===== config.mk =====
export PLATFORM = sky130hd
export DESIGN_NAME = apr_alert_router
export DESIGN_NICKNAME = d
export VERILOG_FILES = /design/src/hw/apr_alert_router.v /design/src/hw/apr_pulse_gen.v
export VERILOG_INCLUDE_DIRS = /design/src /design/src/hw
export SDC_FILE = /design/constraint.sdc
export NUM_CORES = 1
export LEC_CHECK = 0
export BUFFER_PORTS_ARGS = -buffer_cell sky130_fd_sc_hd__buf_2
export CAP_MARGIN = 0
export CORE_AREA = 2 2 104 106
export CTS_CLUSTER_DIAMETER = 200
export CTS_CLUSTER_SIZE = 20
export DETAILED_ROUTE_END_ITERATION = 10
export DIE_AREA = 0 0 106 108
export GPL_TIMING_DRIVEN = 0
export PLACE_DENSITY = 0.58
export SKIP_CTS_REPAIR_TIMING = 1
export SYNTH_ARGS = -nofsm -noshare
export SYNTH_HDL_FRONTEND = slang
export SYNTH_SLANG_ARGS = --single-unit

===== constraint.sdc =====
create_clock -name clk_i -period 3.4 [get_ports clk_i]
set_input_delay 0.34 -clock clk_i [delete_from_list [all_inputs] [get_ports clk_i]]
set_output_delay 0.34 -clock clk_i [all_outputs]
set_load 0.02 [all_outputs]

===== src/hw/apr_regs.vh =====
// register offsets, field positions, reset values and timing counts of the alert pin router
`ifndef APR_REGS_VH
`define APR_REGS_VH
// byte addresses (index times four)
`define APR_ROUTE_IDX 8'h27
`define APR_ROUTE_ADDR 10'h09C
`define APR_TRIP_ADDR 10'h000
`define APR_CTRL_ADDR 10'h004
`define APR_IRQ_STAT_ADDR 10'h008
`define APR_IRQ_MASK_ADDR 10'h00C
// route register fields
`define APR_OV1_BIT 15
`define APR_OV_HI 14
`define APR_OV_LO 12
`define APR_UV_HI 11
`define APR_UV_LO 8
`define APR_OP_HI 7
`define APR_OP_LO 4
`define APR_ACC_BIT 3
`define APR_TALLY_BIT 2
`define APR_CC_BIT 1
`define APR_ROUTE_MASK 24'h00FFFE
`define APR_ROUTE_RST 24'h000000
// control register fields
`define APR_CTRL_ALERT_FN_BIT 0
`define APR_CTRL_GLOBAL_EN_BIT 1
`define APR_CTRL_RST 2'h0
// interrupt status fields
`define APR_IRQ_ALERT_BIT 0
`define APR_IRQ_CONV_BIT 1
`define APR_IRQ_RST 2'h0
// conversion-complete pulse
`define APR_PULSE_NS 5000
`define APR_CLK_MHZ 25
`endif


===== src/hw/apr_alert_router.v =====
// routing of alert conditions onto the first, shared alert pin, with wishbone registers
`timescale 1ns/10ps
`include "apr_regs.vh"

// Overview of operation
// (RULE1) route bits 14, 13 and 12 gate the overvoltage alerts of channels 2, 3 and 4 to the pin.
// (RULE2) route bits 11 to 8 gate the undervoltage alerts of channels 1 to 4 onto the pin.
// (RULE3) route bits 7 to 4 gate the overpower alerts of channels 1 to 4 onto the pin.
// (RULE4) route bit 3 gates any channel's accumulator overflow or fullness alert onto the pin.
// (RULE5) route bit 2 gates the accumulation count overflow or fullness alert onto the pin.
// (RULE6) route bit 1 makes the pin assert for 5 us at the end of every conversion cycle.
// (RULE7) the conversion-complete pulse appears only while the pin is in its alert function.
// (RULE8) while the pin works as an alert output its slow-mode input is ignored.
// (RULE9) route bit 0 is unimplemented, reads zero and ignores writes.
// (RULE10) route bit 15 gates the channel 1 overvoltage alert onto the pin.
// (RULE11) the host enables alerts globally first and disables them around limit changes.
// (RULE12) the pin asserts while any tripped condition has its route bit set (a plain OR); here also gated by global enable and the alert function.
module apr_alert_router #(
  parameter PULSE_NS = `APR_PULSE_NS,
  parameter CLK_MHZ = `APR_CLK_MHZ
) (
  input wire clk_i,
  input wire rst_i,
  input wire ce_i,
  input wire wb_cyc_i,
  input wire wb_stb_i,
  input wire wb_we_i,
  input wire [9:0] wb_adr_i,
  input wire [3:0] wb_sel_i,
  input wire [31:0] wb_dat_i,
  output reg [31:0] wb_dat_o,
  output reg wb_ack_o,
  input wire [3:0] chan_overvolt_i,
  input wire [3:0] chan_undervolt_i,
  input wire [3:0] chan_overpower_i,
  input wire accum_full_i,
  input wire accum_tally_full_i,
  input wire conv_done_i,
  input wire shared_slow_alert_pin_i,
  output reg shared_slow_alert_pin_o,
  output reg shared_slow_alert_pin_oe_o,
  output reg slow_mode_o,
  output reg irq_o
);

  // ****************************************************************
  // constants
  // ****************************************************************
  localparam integer PULSE_CYC_INT = (PULSE_NS * CLK_MHZ) / 1000;
  localparam integer PULSE_CYC = (PULSE_CYC_INT < 1) ? 1 : PULSE_CYC_INT;
  localparam [7:0] PULSE_LEN = PULSE_CYC[7:0];

  // ****************************************************************
  // registers
  // ****************************************************************
  reg [23:0] route_r;
  reg [1:0] ctrl_r;
  reg [1:0] irq_stat_r;
  reg [1:0] irq_mask_r;
  reg [1:0] slow_sync_r;
  reg conv_prev_r;
  reg alert_prev_r;
  reg [31:0] rd_nxt;
  reg [13:0] trip_r;
  wire cc_pulse;
  wire conv_rise;
  wire alert_fn;
  wire global_en;
  wire cond_alert;
  wire pin_alert;
  wire wb_req;
  wire wr_en;
  wire [13:0] trip_now;
  wire [31:0] route_wr;
  wire hit_route;
  wire hit_trip;
  wire hit_ctrl;
  wire hit_stat;
  wire hit_mask;
  wire [1:0] stat_clr;
  wire [1:0] stat_set;

  // merge a 32-bit write through byte enables
  function [31:0] apr_merge;
    input [31:0] old_v;
    input [31:0] new_v;
    input [3:0] sel;
    integer k;
    begin
      apr_merge = old_v;
      for (k = 0; k < 4; k = k + 1)
      begin
        if (sel[k])
        begin
          apr_merge[k*8 +: 8] = new_v[k*8 +: 8];
        end
      end
    end
  endfunction

  // one address compare function used by every register select, one comparator per call
  function apr_hit;
    input [9:0] adr;
    input [9:0] target;
    begin
      apr_hit = (adr == target);
    end
  endfunction

  assign wb_req = wb_cyc_i & wb_stb_i & ~wb_ack_o;
  assign wr_en = wb_req & wb_we_i & ce_i;
  assign alert_fn = ctrl_r[`APR_CTRL_ALERT_FN_BIT];
  assign global_en = ctrl_r[`APR_CTRL_GLOBAL_EN_BIT];

  // ****************************************************************
  // register decode
  // ****************************************************************
  assign hit_route = apr_hit(wb_adr_i, `APR_ROUTE_ADDR);
  assign hit_trip = apr_hit(wb_adr_i, `APR_TRIP_ADDR);
  assign hit_ctrl = apr_hit(wb_adr_i, `APR_CTRL_ADDR);
  assign hit_stat = apr_hit(wb_adr_i, `APR_IRQ_STAT_ADDR);
  assign hit_mask = apr_hit(wb_adr_i, `APR_IRQ_MASK_ADDR);

  // the route word is merged lane by lane; the upper byte is outside this block
  assign route_wr = apr_merge({8'h00, route_r}, wb_dat_i, wb_sel_i);
  // control, mask and status live in byte lane 0 only
  assign stat_clr = (wr_en & hit_stat & wb_sel_i[0]) ? wb_dat_i[1:0] : 2'h0;
  assign stat_set = {conv_rise, pin_alert & ~alert_prev_r};

  // ****************************************************************
  // alert routing
  // ****************************************************************
  // trip inputs are registered to the clock domain; monitor logic shares clk_i
  assign trip_now = {chan_overvolt_i, chan_undervolt_i, chan_overpower_i,
    accum_full_i, accum_tally_full_i};

  assign cond_alert =
    (route_r[`APR_OV1_BIT] & trip_r[13]) | // RULE10
    (|(route_r[`APR_OV_HI:`APR_OV_LO] & trip_r[12:10])) | // RULE1
    (|(route_r[`APR_UV_HI:`APR_UV_LO] & trip_r[9:6])) | // RULE2
    (|(route_r[`APR_OP_HI:`APR_OP_LO] & trip_r[5:2])) | // RULE3
    (route_r[`APR_ACC_BIT] & trip_r[1]) | // RULE4
    (route_r[`APR_TALLY_BIT] & trip_r[0]); // RULE5

  // global enable stands in for the host's alert-enable register
  assign pin_alert = alert_fn & ((global_en & cond_alert) | cc_pulse); // RULE12 RULE11

  // a held-high completion line counts once, on its rising edge
  assign conv_rise = conv_done_i & ~conv_prev_r;

  // ****************************************************************
  // conversion-complete pulse
  // ****************************************************************

  apr_pulse_gen #(
    .CNT_W(8),
    .LEN(PULSE_LEN)
  ) u_pulse (
    .clk_i(clk_i),
    .rst_i(rst_i),
    .ce_i(ce_i),
    .trig_i(conv_rise & route_r[`APR_CC_BIT] & alert_fn), // RULE6 RULE7
    .pulse_o(cc_pulse)
  );

  // ****************************************************************
  // trip sampling and edge history
  // ****************************************************************
  always @(posedge clk_i)
  begin
    if (rst_i)
    begin
      trip_r <= 14'h0000;
      conv_prev_r <= 1'b0;
      alert_prev_r <= 1'b0;
    end
    else if (ce_i)
    begin
      trip_r <= trip_now;
      conv_prev_r <= conv_done_i;
      alert_prev_r <= pin_alert;
    end
  end

  // ****************************************************************
  // slow-mode input synchroniser
  // ****************************************************************
  // the pin is asynchronous; only the second stage is read by logic
  always @(posedge clk_i)
  begin
    if (rst_i)
    begin
      slow_sync_r <= 2'h0;
    end
    else if (ce_i)
    begin
      slow_sync_r <= {slow_sync_r[0], shared_slow_alert_pin_i};
    end
  end

  // ****************************************************************
  // pin outputs
  // ****************************************************************
  always @(posedge clk_i)
  begin
    if (rst_i)
    begin
      shared_slow_alert_pin_o <= 1'b0;
      shared_slow_alert_pin_oe_o <= 1'b0;
      slow_mode_o <= 1'b0;
    end
    else if (ce_i)
    begin
      // active-high alert driven only in alert function
      shared_slow_alert_pin_o <= pin_alert;
      shared_slow_alert_pin_oe_o <= alert_fn;
      // slow input only honoured while the pin is an input
      slow_mode_o <= slow_sync_r[1] & ~alert_fn; // RULE8
    end
  end

  // ****************************************************************
  // wishbone slave
  // ****************************************************************
  always @*
  begin
    rd_nxt = 32'h00000000;
    if (hit_route)
    begin
      rd_nxt = {8'h00, route_r & `APR_ROUTE_MASK}; // RULE9
    end
    else if (hit_trip)
    begin
      rd_nxt = {18'h0, trip_r};
    end
    else if (hit_ctrl)
    begin
      rd_nxt = {30'h0, ctrl_r};
    end
    else if (hit_stat)
    begin
      rd_nxt = {30'h0, irq_stat_r};
    end
    else if (hit_mask)
    begin
      rd_nxt = {30'h0, irq_mask_r};
    end
  end

  always @(posedge clk_i)
  begin
    if (rst_i)
    begin
      wb_ack_o <= 1'b0;
      wb_dat_o <= 32'h00000000;
    end
    else if (ce_i)
    begin
      // ack is a one-cycle pulse; the ack term in wb_req blocks a double take
      wb_ack_o <= wb_req;
      wb_dat_o <= wb_req ? rd_nxt : 32'h00000000;
    end
  end

  // ****************************************************************
  // register bank
  // ****************************************************************
  always @(posedge clk_i)
  begin
    if (rst_i)
    begin
      route_r <= `APR_ROUTE_RST;
    end
    else if (ce_i)
    begin
      if (wr_en && hit_route)
      begin
        // bits 23:16 belong to other alert kinds; bit 0 stays zero
        route_r <= route_wr[23:0] & `APR_ROUTE_MASK; // RULE9
      end
    end
  end

  always @(posedge clk_i)
  begin
    if (rst_i)
    begin
      ctrl_r <= `APR_CTRL_RST;
    end
    else if (ce_i)
    begin
      if (wr_en && hit_ctrl && wb_sel_i[0])
      begin
        ctrl_r <= wb_dat_i[1:0];
      end
    end
  end

  always @(posedge clk_i)
  begin
    if (rst_i)
    begin
      irq_mask_r <= `APR_IRQ_RST;
    end
    else if (ce_i)
    begin
      if (wr_en && hit_mask && wb_sel_i[0])
      begin
        irq_mask_r <= wb_dat_i[1:0];
      end
    end
  end

  // ****************************************************************
  // interrupts
  // ****************************************************************
  // set wins over a write-one clear in the same cycle, so no event is lost
  always @(posedge clk_i)
  begin
    if (rst_i)
    begin
      irq_stat_r <= `APR_IRQ_RST;
    end
    else if (ce_i)
    begin
      irq_stat_r <= (irq_stat_r & ~stat_clr) | stat_set;
    end
  end

  // the level trails status by one cycle so that it comes from a flop
  always @(posedge clk_i)
  begin
    if (rst_i)
    begin
      irq_o <= 1'b0;
    end
    else if (ce_i)
    begin
      irq_o <= |(irq_stat_r & irq_mask_r);
    end
  end

endmodule


===== src/hw/apr_pulse_gen.v =====
// fixed-width pulse stretcher for the conversion-complete alert
`timescale 1ns/10ps
module apr_pulse_gen #(
  parameter CNT_W = 8,
  parameter [CNT_W-1:0] LEN = 8'h7D
) (
  input wire clk_i,
  input wire rst_i,
  input wire ce_i,
  input wire trig_i,
  output reg pulse_o
);

  reg [CNT_W-1:0] cnt_r;

  // a new trigger while a pulse is running restarts the full width
  always @(posedge clk_i)
  begin
    if (rst_i)
    begin
      cnt_r <= {CNT_W{1'b0}};
      pulse_o <= 1'b0;
    end
    else if (ce_i)
    begin
      if (trig_i)
      begin
        cnt_r <= LEN - {{(CNT_W-1){1'b0}}, 1'b1};
        pulse_o <= 1'b1;
      end
      else if (cnt_r != {CNT_W{1'b0}})
      begin
        cnt_r <= cnt_r - {{(CNT_W-1){1'b0}}, 1'b1};
      end
      else
      begin
        pulse_o <= 1'b0;
      end
    end
  end

endmodule


==> key figures, run 1 <==
Place
  • Inst Count DP: between 500 and 600
  • Port Buf Inserts: 70
  • Placer Congestion: 0.872
  • Pre-CTS setup slack: 1.17 ns
  • Post-DP HPWL: approximately 6700 um
  • Placed cell areas: roughly 3600 um2

Cells and area
  • # fillers: roughly 1,100
  • Utilization after layout: 37.5%
  • Layout Cells excl Fill: around 590
  • Area added between synthesis and finish: 25.5%
  • Layout Nets: 514
  • Final instance area: 3830 um2
  • N_diodes: 0
  • Share of cells above drive strength 1: between 20% and 30%

Clock tree
  • CTS tree: built
  • CTS Buf Count: 9
  • Clock tree buffer depth: 2
  • Worst-skew pair later-pin latency: between 0.3 and 0.4 ns
  • Clk slew on worst S/H paths: about 0.08 ns
  • Root Buffer: clkbuf_8
  • # H-tree levels: 3
  • Sink Count: 68

GRT
  • Busiest grt layer: met2
  • Vias in the first global route: around 2,700
  • First-pass GRT wire length: about 13,000 um
  • M3 GR Usage: between 3 and 4%
  • Pin count of the biggest net entering global routing: 13
  • Antenna violations before repair: 0
  • GRT met2 Usage: between 20% and 30%
  • Gr usage total: between 10% and 20%
  • Met1 Use GR: roughly 18%
  • Grt ovf: 0

Flow run
  • Maxcap violations: 0

Yosys
  • Synthesized cell area: ~3100 um2
  • Asr flop ratio synth: 0%
  • Sequential fraction of the synthesis area: 44.6%
  • Leading post-synthesis cells by cell area: dfxtp_1 (45%), mux2i_1 (5.6%), a21oi_1 (5.1%)
  • Number of synthesized flops with an enable pin: 0
  • Synth Flop Type: dfxtp_1
  • Post-Synthesis Cells: roughly 350
  • Most numerous cell in the Yosys netlist: dfxtp_1
  • Synth warnings: 0
  • Yosys reg bits: 68
  • Cell taking the most area after synthesis: dfxtp_1
  • Synth top cells by count: dfxtp_1 (68), nand2_1 (41), a21oi_1 (31)
  • Synthesized area per cell: 8.75 um2
  • Synth top area share: 44.6%
  • Unique masters post-synth: 49

STA
  • Clock Skew: between 0.009 and 0.01 ns
  • Worst-Margin Slew: a little under 0.9 ns
  • Max_slew headroom: 41.6%
  • RSZ-0062 raised after global routing: false
  • Fin crit period: 2.14 ns
  • Hold Vio Cnt, Final: 0
  • Setup TNS: 0 ns
  • Setup WS post-layout: about 1.3 ns
  • Setup Viol. Count Final: 0
  • Final Max Tran Viols: 0
  • Fin crit share: 63.0%
  • Min Hold Slack: between 0.2 and 0.25 ns
  • Fmax: roughly 470 MHz

Floorplan
  • Starting Density: 29.9%
  • Die height: 108 um
  • Core Box Area: 10,200 um2
  • Die area: roughly 11,000 um2
  • IO Count: between 100 and 150
  • Row count: 37
  • Die W: about 110 um

Power and ir drop
  • Leakage: roughly 1.6 nW
  • Total power: around 1.9 mW
  • VDD IR max: roughly 0.18 mV
  • PwrDens: 506 nW/um2

Setup path
  • Arrival @ worst endpoint: 2.38 ns
  • Worst path required time: 3.64 ns
  • CP max FO: 7
  • Crit path largest cell delay: roughly 0.52 ns
  • Setup crit end kind: register
  • Crit path max-delay cell type: or3b_2
  • Setup Crit Path Kind: register to register
  • CP cell instances: inv_1 > ha_1 > or3b_2 > o21ai_0 > nor4b_1 > mux2_2
  • CP startpoint kind: register

Routing
  • Final routed DRC violation total: 0
  • Wirelength, routed: ~8700 um
  • Number of DRC markers in iteration 0: 180
  • Wirelength per Cell: between 10 and 15 um
  • Routed vias/inst: around 5
  • Via count: 2,890
  • Drt first pass iters: 4
  • Detail Route Antenna Nets: 0

Status
  • Status: finished, final reports clean

Hold path
  • HP Class: primary input to register
==> report_power, final <==
| group | total [mW] | internal [mW] | switching, mW |
|---|---|---|---|
| combinational | 0.371 | 0.164 | 0.206 |
| sequential | 0.897 | 0.843 | 0.0542 |
| clock | 0.671 | 0.357 | 0.314 |
| total | 1.94 | 1.36 | 0.575 |
==> path summary, 6_finish.rpt <==
| check | startpoint | cells past startpoint | slack, ns | to |
|---|---|---|---|---|
| min reg2reg | wb_dat_o[2] | 2 | 0.43 | wb_dat_o[2] |
| max reg2reg | u_pulse.cnt_r[0] | 6 | 1.26 | u_pulse.cnt_r[7] |
| max | u_pulse.cnt_r[0] | 6 | 1.26 | u_pulse.cnt_r[7] |
| min | shared_slow_alert_pin_i | 3 | 0.23 | slow_sync_r[0] |
==> final cells by class <==
cell class	count	area, um2	area share, %
Clock inverter	6	63.8	1.67
Buffer	34	214	5.58
Timing Repair Buffer	70	350	9.14
Inverter	4	15.0	0.392
Multi-Input combinational cell	258	1520	39.7
Tap cell	136	170	4.44
Clock buffer	10	138	3.59
Sequential cell	68	1360	35.5
==> sequential cells by signal, indices dropped and copies added, names as in the netlist <==
| signal | cells |
|---|---|
| irq_stat_r | 2 |
| u_pulse.pulse_o | 1 |
| slow_sync_r | 2 |
| wb_ack_o | 1 |
| conv_prev_r | 1 |
| slow_mode_o | 1 |
| u_pulse.cnt_r | 8 |
| shared_slow_alert_pin_oe_o | 1 |
| ctrl_r | 2 |
| shared_slow_alert_pin_o | 1 |
| wb_dat_o | 16 |
| route_r | 15 |
| irq_mask_r | 2 |
| trip_r | 14 |
| irq_o | 1 |
==> logic make-up (layout without fill, tap and decap cells) <==
group                    after synthesis  after routing  synth area share (%)
adder cells (fa/ha/maj)                1              1                 0.410
XOR/XNOR                               1              1                 0.287
buffers and inverters                 38            124                  7.50
AND/OR/NAND/NOR                      131            131                  22.6
AO/OA/AOI/OAI                         89             89                  17.5
flip-flops                            68             68                  44.6
multiplexers                          20             20                  7.05
other                                  1             16                 0.123
==> metal layers <==
metal  up-vias  part of all wire, %
met5         -                    0
li1       1435                    -
met1      1341                   42
met2        96                   50
met3        18                  6.3
met4         0                  2.3
==> critical path, delay by kind of cell, from the launching register on <==
kind	cells	cell delay (ns)
buffers and inverters	1	0.07
DFF	1	0.36
adders and majority gates	1	0.17
muxes	1	0.29
and+or+nand+nor	2	0.65
AOI/OAI and AO/OA	1	0.49
==> cells in the final DEF (no fill, tap or decap), types with 2 or more instances in the layout <==
cell	instances
buf_2	73
dfxtp_1	68
nand2_1	41
a21oi_1	31
nor2_1	25
a22oi_1	20
nand3_1	17
mux2i_1	17
buf_4	16
conb_1	16
o21ai_0	15
clkbuf_8	10
o21ai_1	9
clkbuf_1	7
nand4_1	7
nor4_1	7
or4_1	6
buf_1	5
nor2b_1	5
inv_1	3
buf_6	3
o31ai_1	3
a31oi_1	3
or4_4	2
and2_1	2
nand2b_1	2
nor3b_1	2
or3b_2	2
nor4b_1	2
a211oi_1	2
nor3_1	2
or3_1	2
mux2_2	2
clkinv_2	2
clkinvlp_4	2
Note: power is estimated with default switching activity, not from simulation.
==> run 2, diff against run 1 <==
Clock period 3.4 ns to 2.2 ns, I/O delays scaled along.
==> run 2 against run 1 <==
Global-route usage is the same. Core utilization grew 0.061 points. Combinational power grew 55%. Setup slack lost 1.1 ns. Largest power group unchanged. Design area grew 0.16%. Highest routed layer unchanged. Routed wire length is essentially flat. Hold slack lost 0.12 ns.
==> key figures, run 2 (synthesized netlist as in run 1, its figures left out) <==
Setup path
  • Arrival @ worst endpoint: 2.24 ns (was 2.38 ns)
  • R2R Path Start: wb_ack_o (was u_pulse.cnt_r[0])
  • Kind of cell adding the most delay to the critical path: simple AND/OR/NAND/NOR gates (unchanged)
  • CP Buf/Inv Count: 1 (unchanged)
  • Setup Crit Path Kind: register to register (unchanged)
  • CP cell instances: nand4b_1 > or4_4 > buf_6 > o21ai_1 > a21oi_1 (was inv_1 > ha_1 > or3b_2 > o21ai_0 > nor4b_1 > mux2_2)
  • Crit path max-delay cell type: or4_4 (was or3b_2)
  • Setup crit end kind: register (unchanged)
  • Worst Setup SP: wb_ack_o (was u_pulse.cnt_r[0])
  • Worst path required time: 2.41 ns (was 3.64 ns)
  • CP startpoint kind: register (unchanged)
  • CP max FO: 10 (was 7)
  • Crit path largest cell delay: 0.69 ns (was 0.52 ns)

Cells and area
  • Share of cells above drive strength 1: 26.4% (was 26.2%)
  • # fillers: 1,079 (was 1,078)
  • Area added between synthesis and finish: 25.7% (was 25.5%)
  • Commonest non-fill, non-tap cell in the layout: buf_2 (unchanged)
  • Max reg flops: 16 (unchanged)
  • Layout Nets: 514 (unchanged)
  • Utilization after layout: 37.5% (about the same)
  • Largest registers: wb_dat_o (16), route_r (15), trip_r (14) (unchanged)
  • Commonest non-fill, non-tap cells in the layout: buf_2 (73), dfxtp_1 (68), nand2_1 (41) (unchanged)
  • N_diodes: 0 (unchanged)
  • Reg with most FFs: wb_dat_o (unchanged)

Power and ir drop
  • Total power: 3.00 mW (was 1.94 mW)
  • VDD IR max: 0.286 mV (was 0.184 mV)
  • Leakage: 1.65 nW (about the same)
  • PwrDens: 782 nW/um2 (was 506 nW/um2)

STA
  • Setup WS post-layout: 0.172 ns (was 1.26 ns)
  • Final Max Tran Viols: 0 (unchanged)
  • Min Hold Slack: 0.106 ns (was 0.227 ns)
  • Fin crit share: 92.2% (was 63.0%)
  • Worst-Margin Slew: 0.879 ns (was 0.877 ns)
  • Max_slew headroom: 41.4% (was 41.6%)
  • RSZ-0062 raised after global routing: true (was false)
  • Hold Vio Cnt, Final: 0 (unchanged)
  • Fin crit period: 2.03 ns (was 2.14 ns)
  • Fmax: 493 MHz (was 467 MHz)
  • Clock Skew: 0.00982 ns (was 0.00975 ns)
  • Setup Viol. Count Final: 0 (unchanged)

Floorplan
  • Row count: 37 (unchanged)
  • IO Count: 105 (unchanged)
  • Starting Density: 29.9% (unchanged)
  • Die area: 11,400 um2 (unchanged)
  • Core Box Area: 10,200 um2 (unchanged)
  • Die W: 106 um (unchanged)
  • Die height: 108 um (unchanged)

Routing
  • Wirelength, routed: 8740 um (about the same)
  • Via count: 2,875 (was 2,890)
  • Drt first pass iters: 5 (was 4)
  • Routed vias/inst: 4.91 (was 4.93)
  • Detail Route Antenna Nets: 0 (unchanged)
  • Number of DRC markers in iteration 0: 171 (was 180)
  • Wirelength per Cell: 14.9 um (about the same)
  • Final routed DRC violation total: 0 (unchanged)

Clock tree
  • Sink Count: 68 (unchanged)
  • Clock tree buffer depth: 2 (unchanged)
  • Root Buffer: clkbuf_8 (unchanged)
  • CTS Buf Count: 9 (unchanged)
  • Clk slew on worst S/H paths: 0.08 ns (about the same)
  • Worst-skew pair later-pin latency: 0.35 ns (about the same)
  • CTS tree: built (unchanged)
  • # H-tree levels: 3 (unchanged)

Flow run
  • Maxcap violations: 0 (unchanged)

GRT
  • Gr usage total: 15.4% (unchanged)
  • First-pass GRT wire length: 13,400 um (unchanged)
  • Pin count of the biggest net entering global routing: 13 (unchanged)
  • Grt ovf: 0 (unchanged)
  • Vias in the first global route: 2,679 (unchanged)
  • Antenna violations before repair: 0 (unchanged)

Place
  • Post-DP HPWL: 6700 um (unchanged)
  • Port Buf Inserts: 70 (unchanged)
  • Placer Congestion: 0.872 (unchanged)
  • Pre-CTS setup slack: 0.0934 ns (was 1.17 ns)

Hold path
  • Hold Startpoint: shared_slow_alert_pin_i (unchanged)
  • HP Class: primary input to register (unchanged)

Status
  • Status: finished, final reports clean (unchanged)
[run 2: final timing paths]
check,endpoint,slack [ns],depth (start not counted)
worst max register to register,route_r[11],0.17,5
worst min-delay path,slow_sync_r[0],0.11,3
worst max-delay path,route_r[11],0.17,5
worst min register to register,wb_dat_o[2],0.43,2
[run 2: power by group]
group,switching (mW),internal (mW),leakage (nW),total (mW)
logic,0.321,0.255,0.995,0.576
clock network,0.489,0.551,0.0983,1.04
registers,0.0837,1.30,0.552,1.39
total,0.893,2.11,1.65,3.00
[run 2: layout make-up]
cell class,count,area [um2],share of cell area (%)
plain buffers,34,214,5.57
clock buffers,10,138,3.59
inverters,4,15.0,0.391
multi-input cells,258,1530,39.8
clock inverters,6,63.8,1.66
repair buffers,70,350,9.13
flip-flops and latches,68,1360,35.5
well taps,136,170,4.43
[run 2: through the flow]
step                      cells  setup TNS, ns  area [um2]
after floorplan             364              0        3110
after global placement      570              0        3630
after detailed placement    570              0        3630
after CTS                   586              0        3830
after global routing        586       -0.00101        3840
final                       586              0        3840
[run 2: worst register-to-register path: cells and delay by family, from the launching register on]
family                 cells  cell delay [ns]
flip-flops                 1             0.33
AO/OA/AOI/OAI              2             0.21
AND/OR/NAND/NOR            2             1.18
buffers and inverters      1             0.17
[run 2: layer usage]
metal  share of wire, %  GRT usage (%)  up-vias
met5                  0              0        -
met4                1.8           6.86        0
met3                4.9           3.07       14
met2                 50           26.7       82
met1                 43           18.4     1348
li1                   -              -     1431
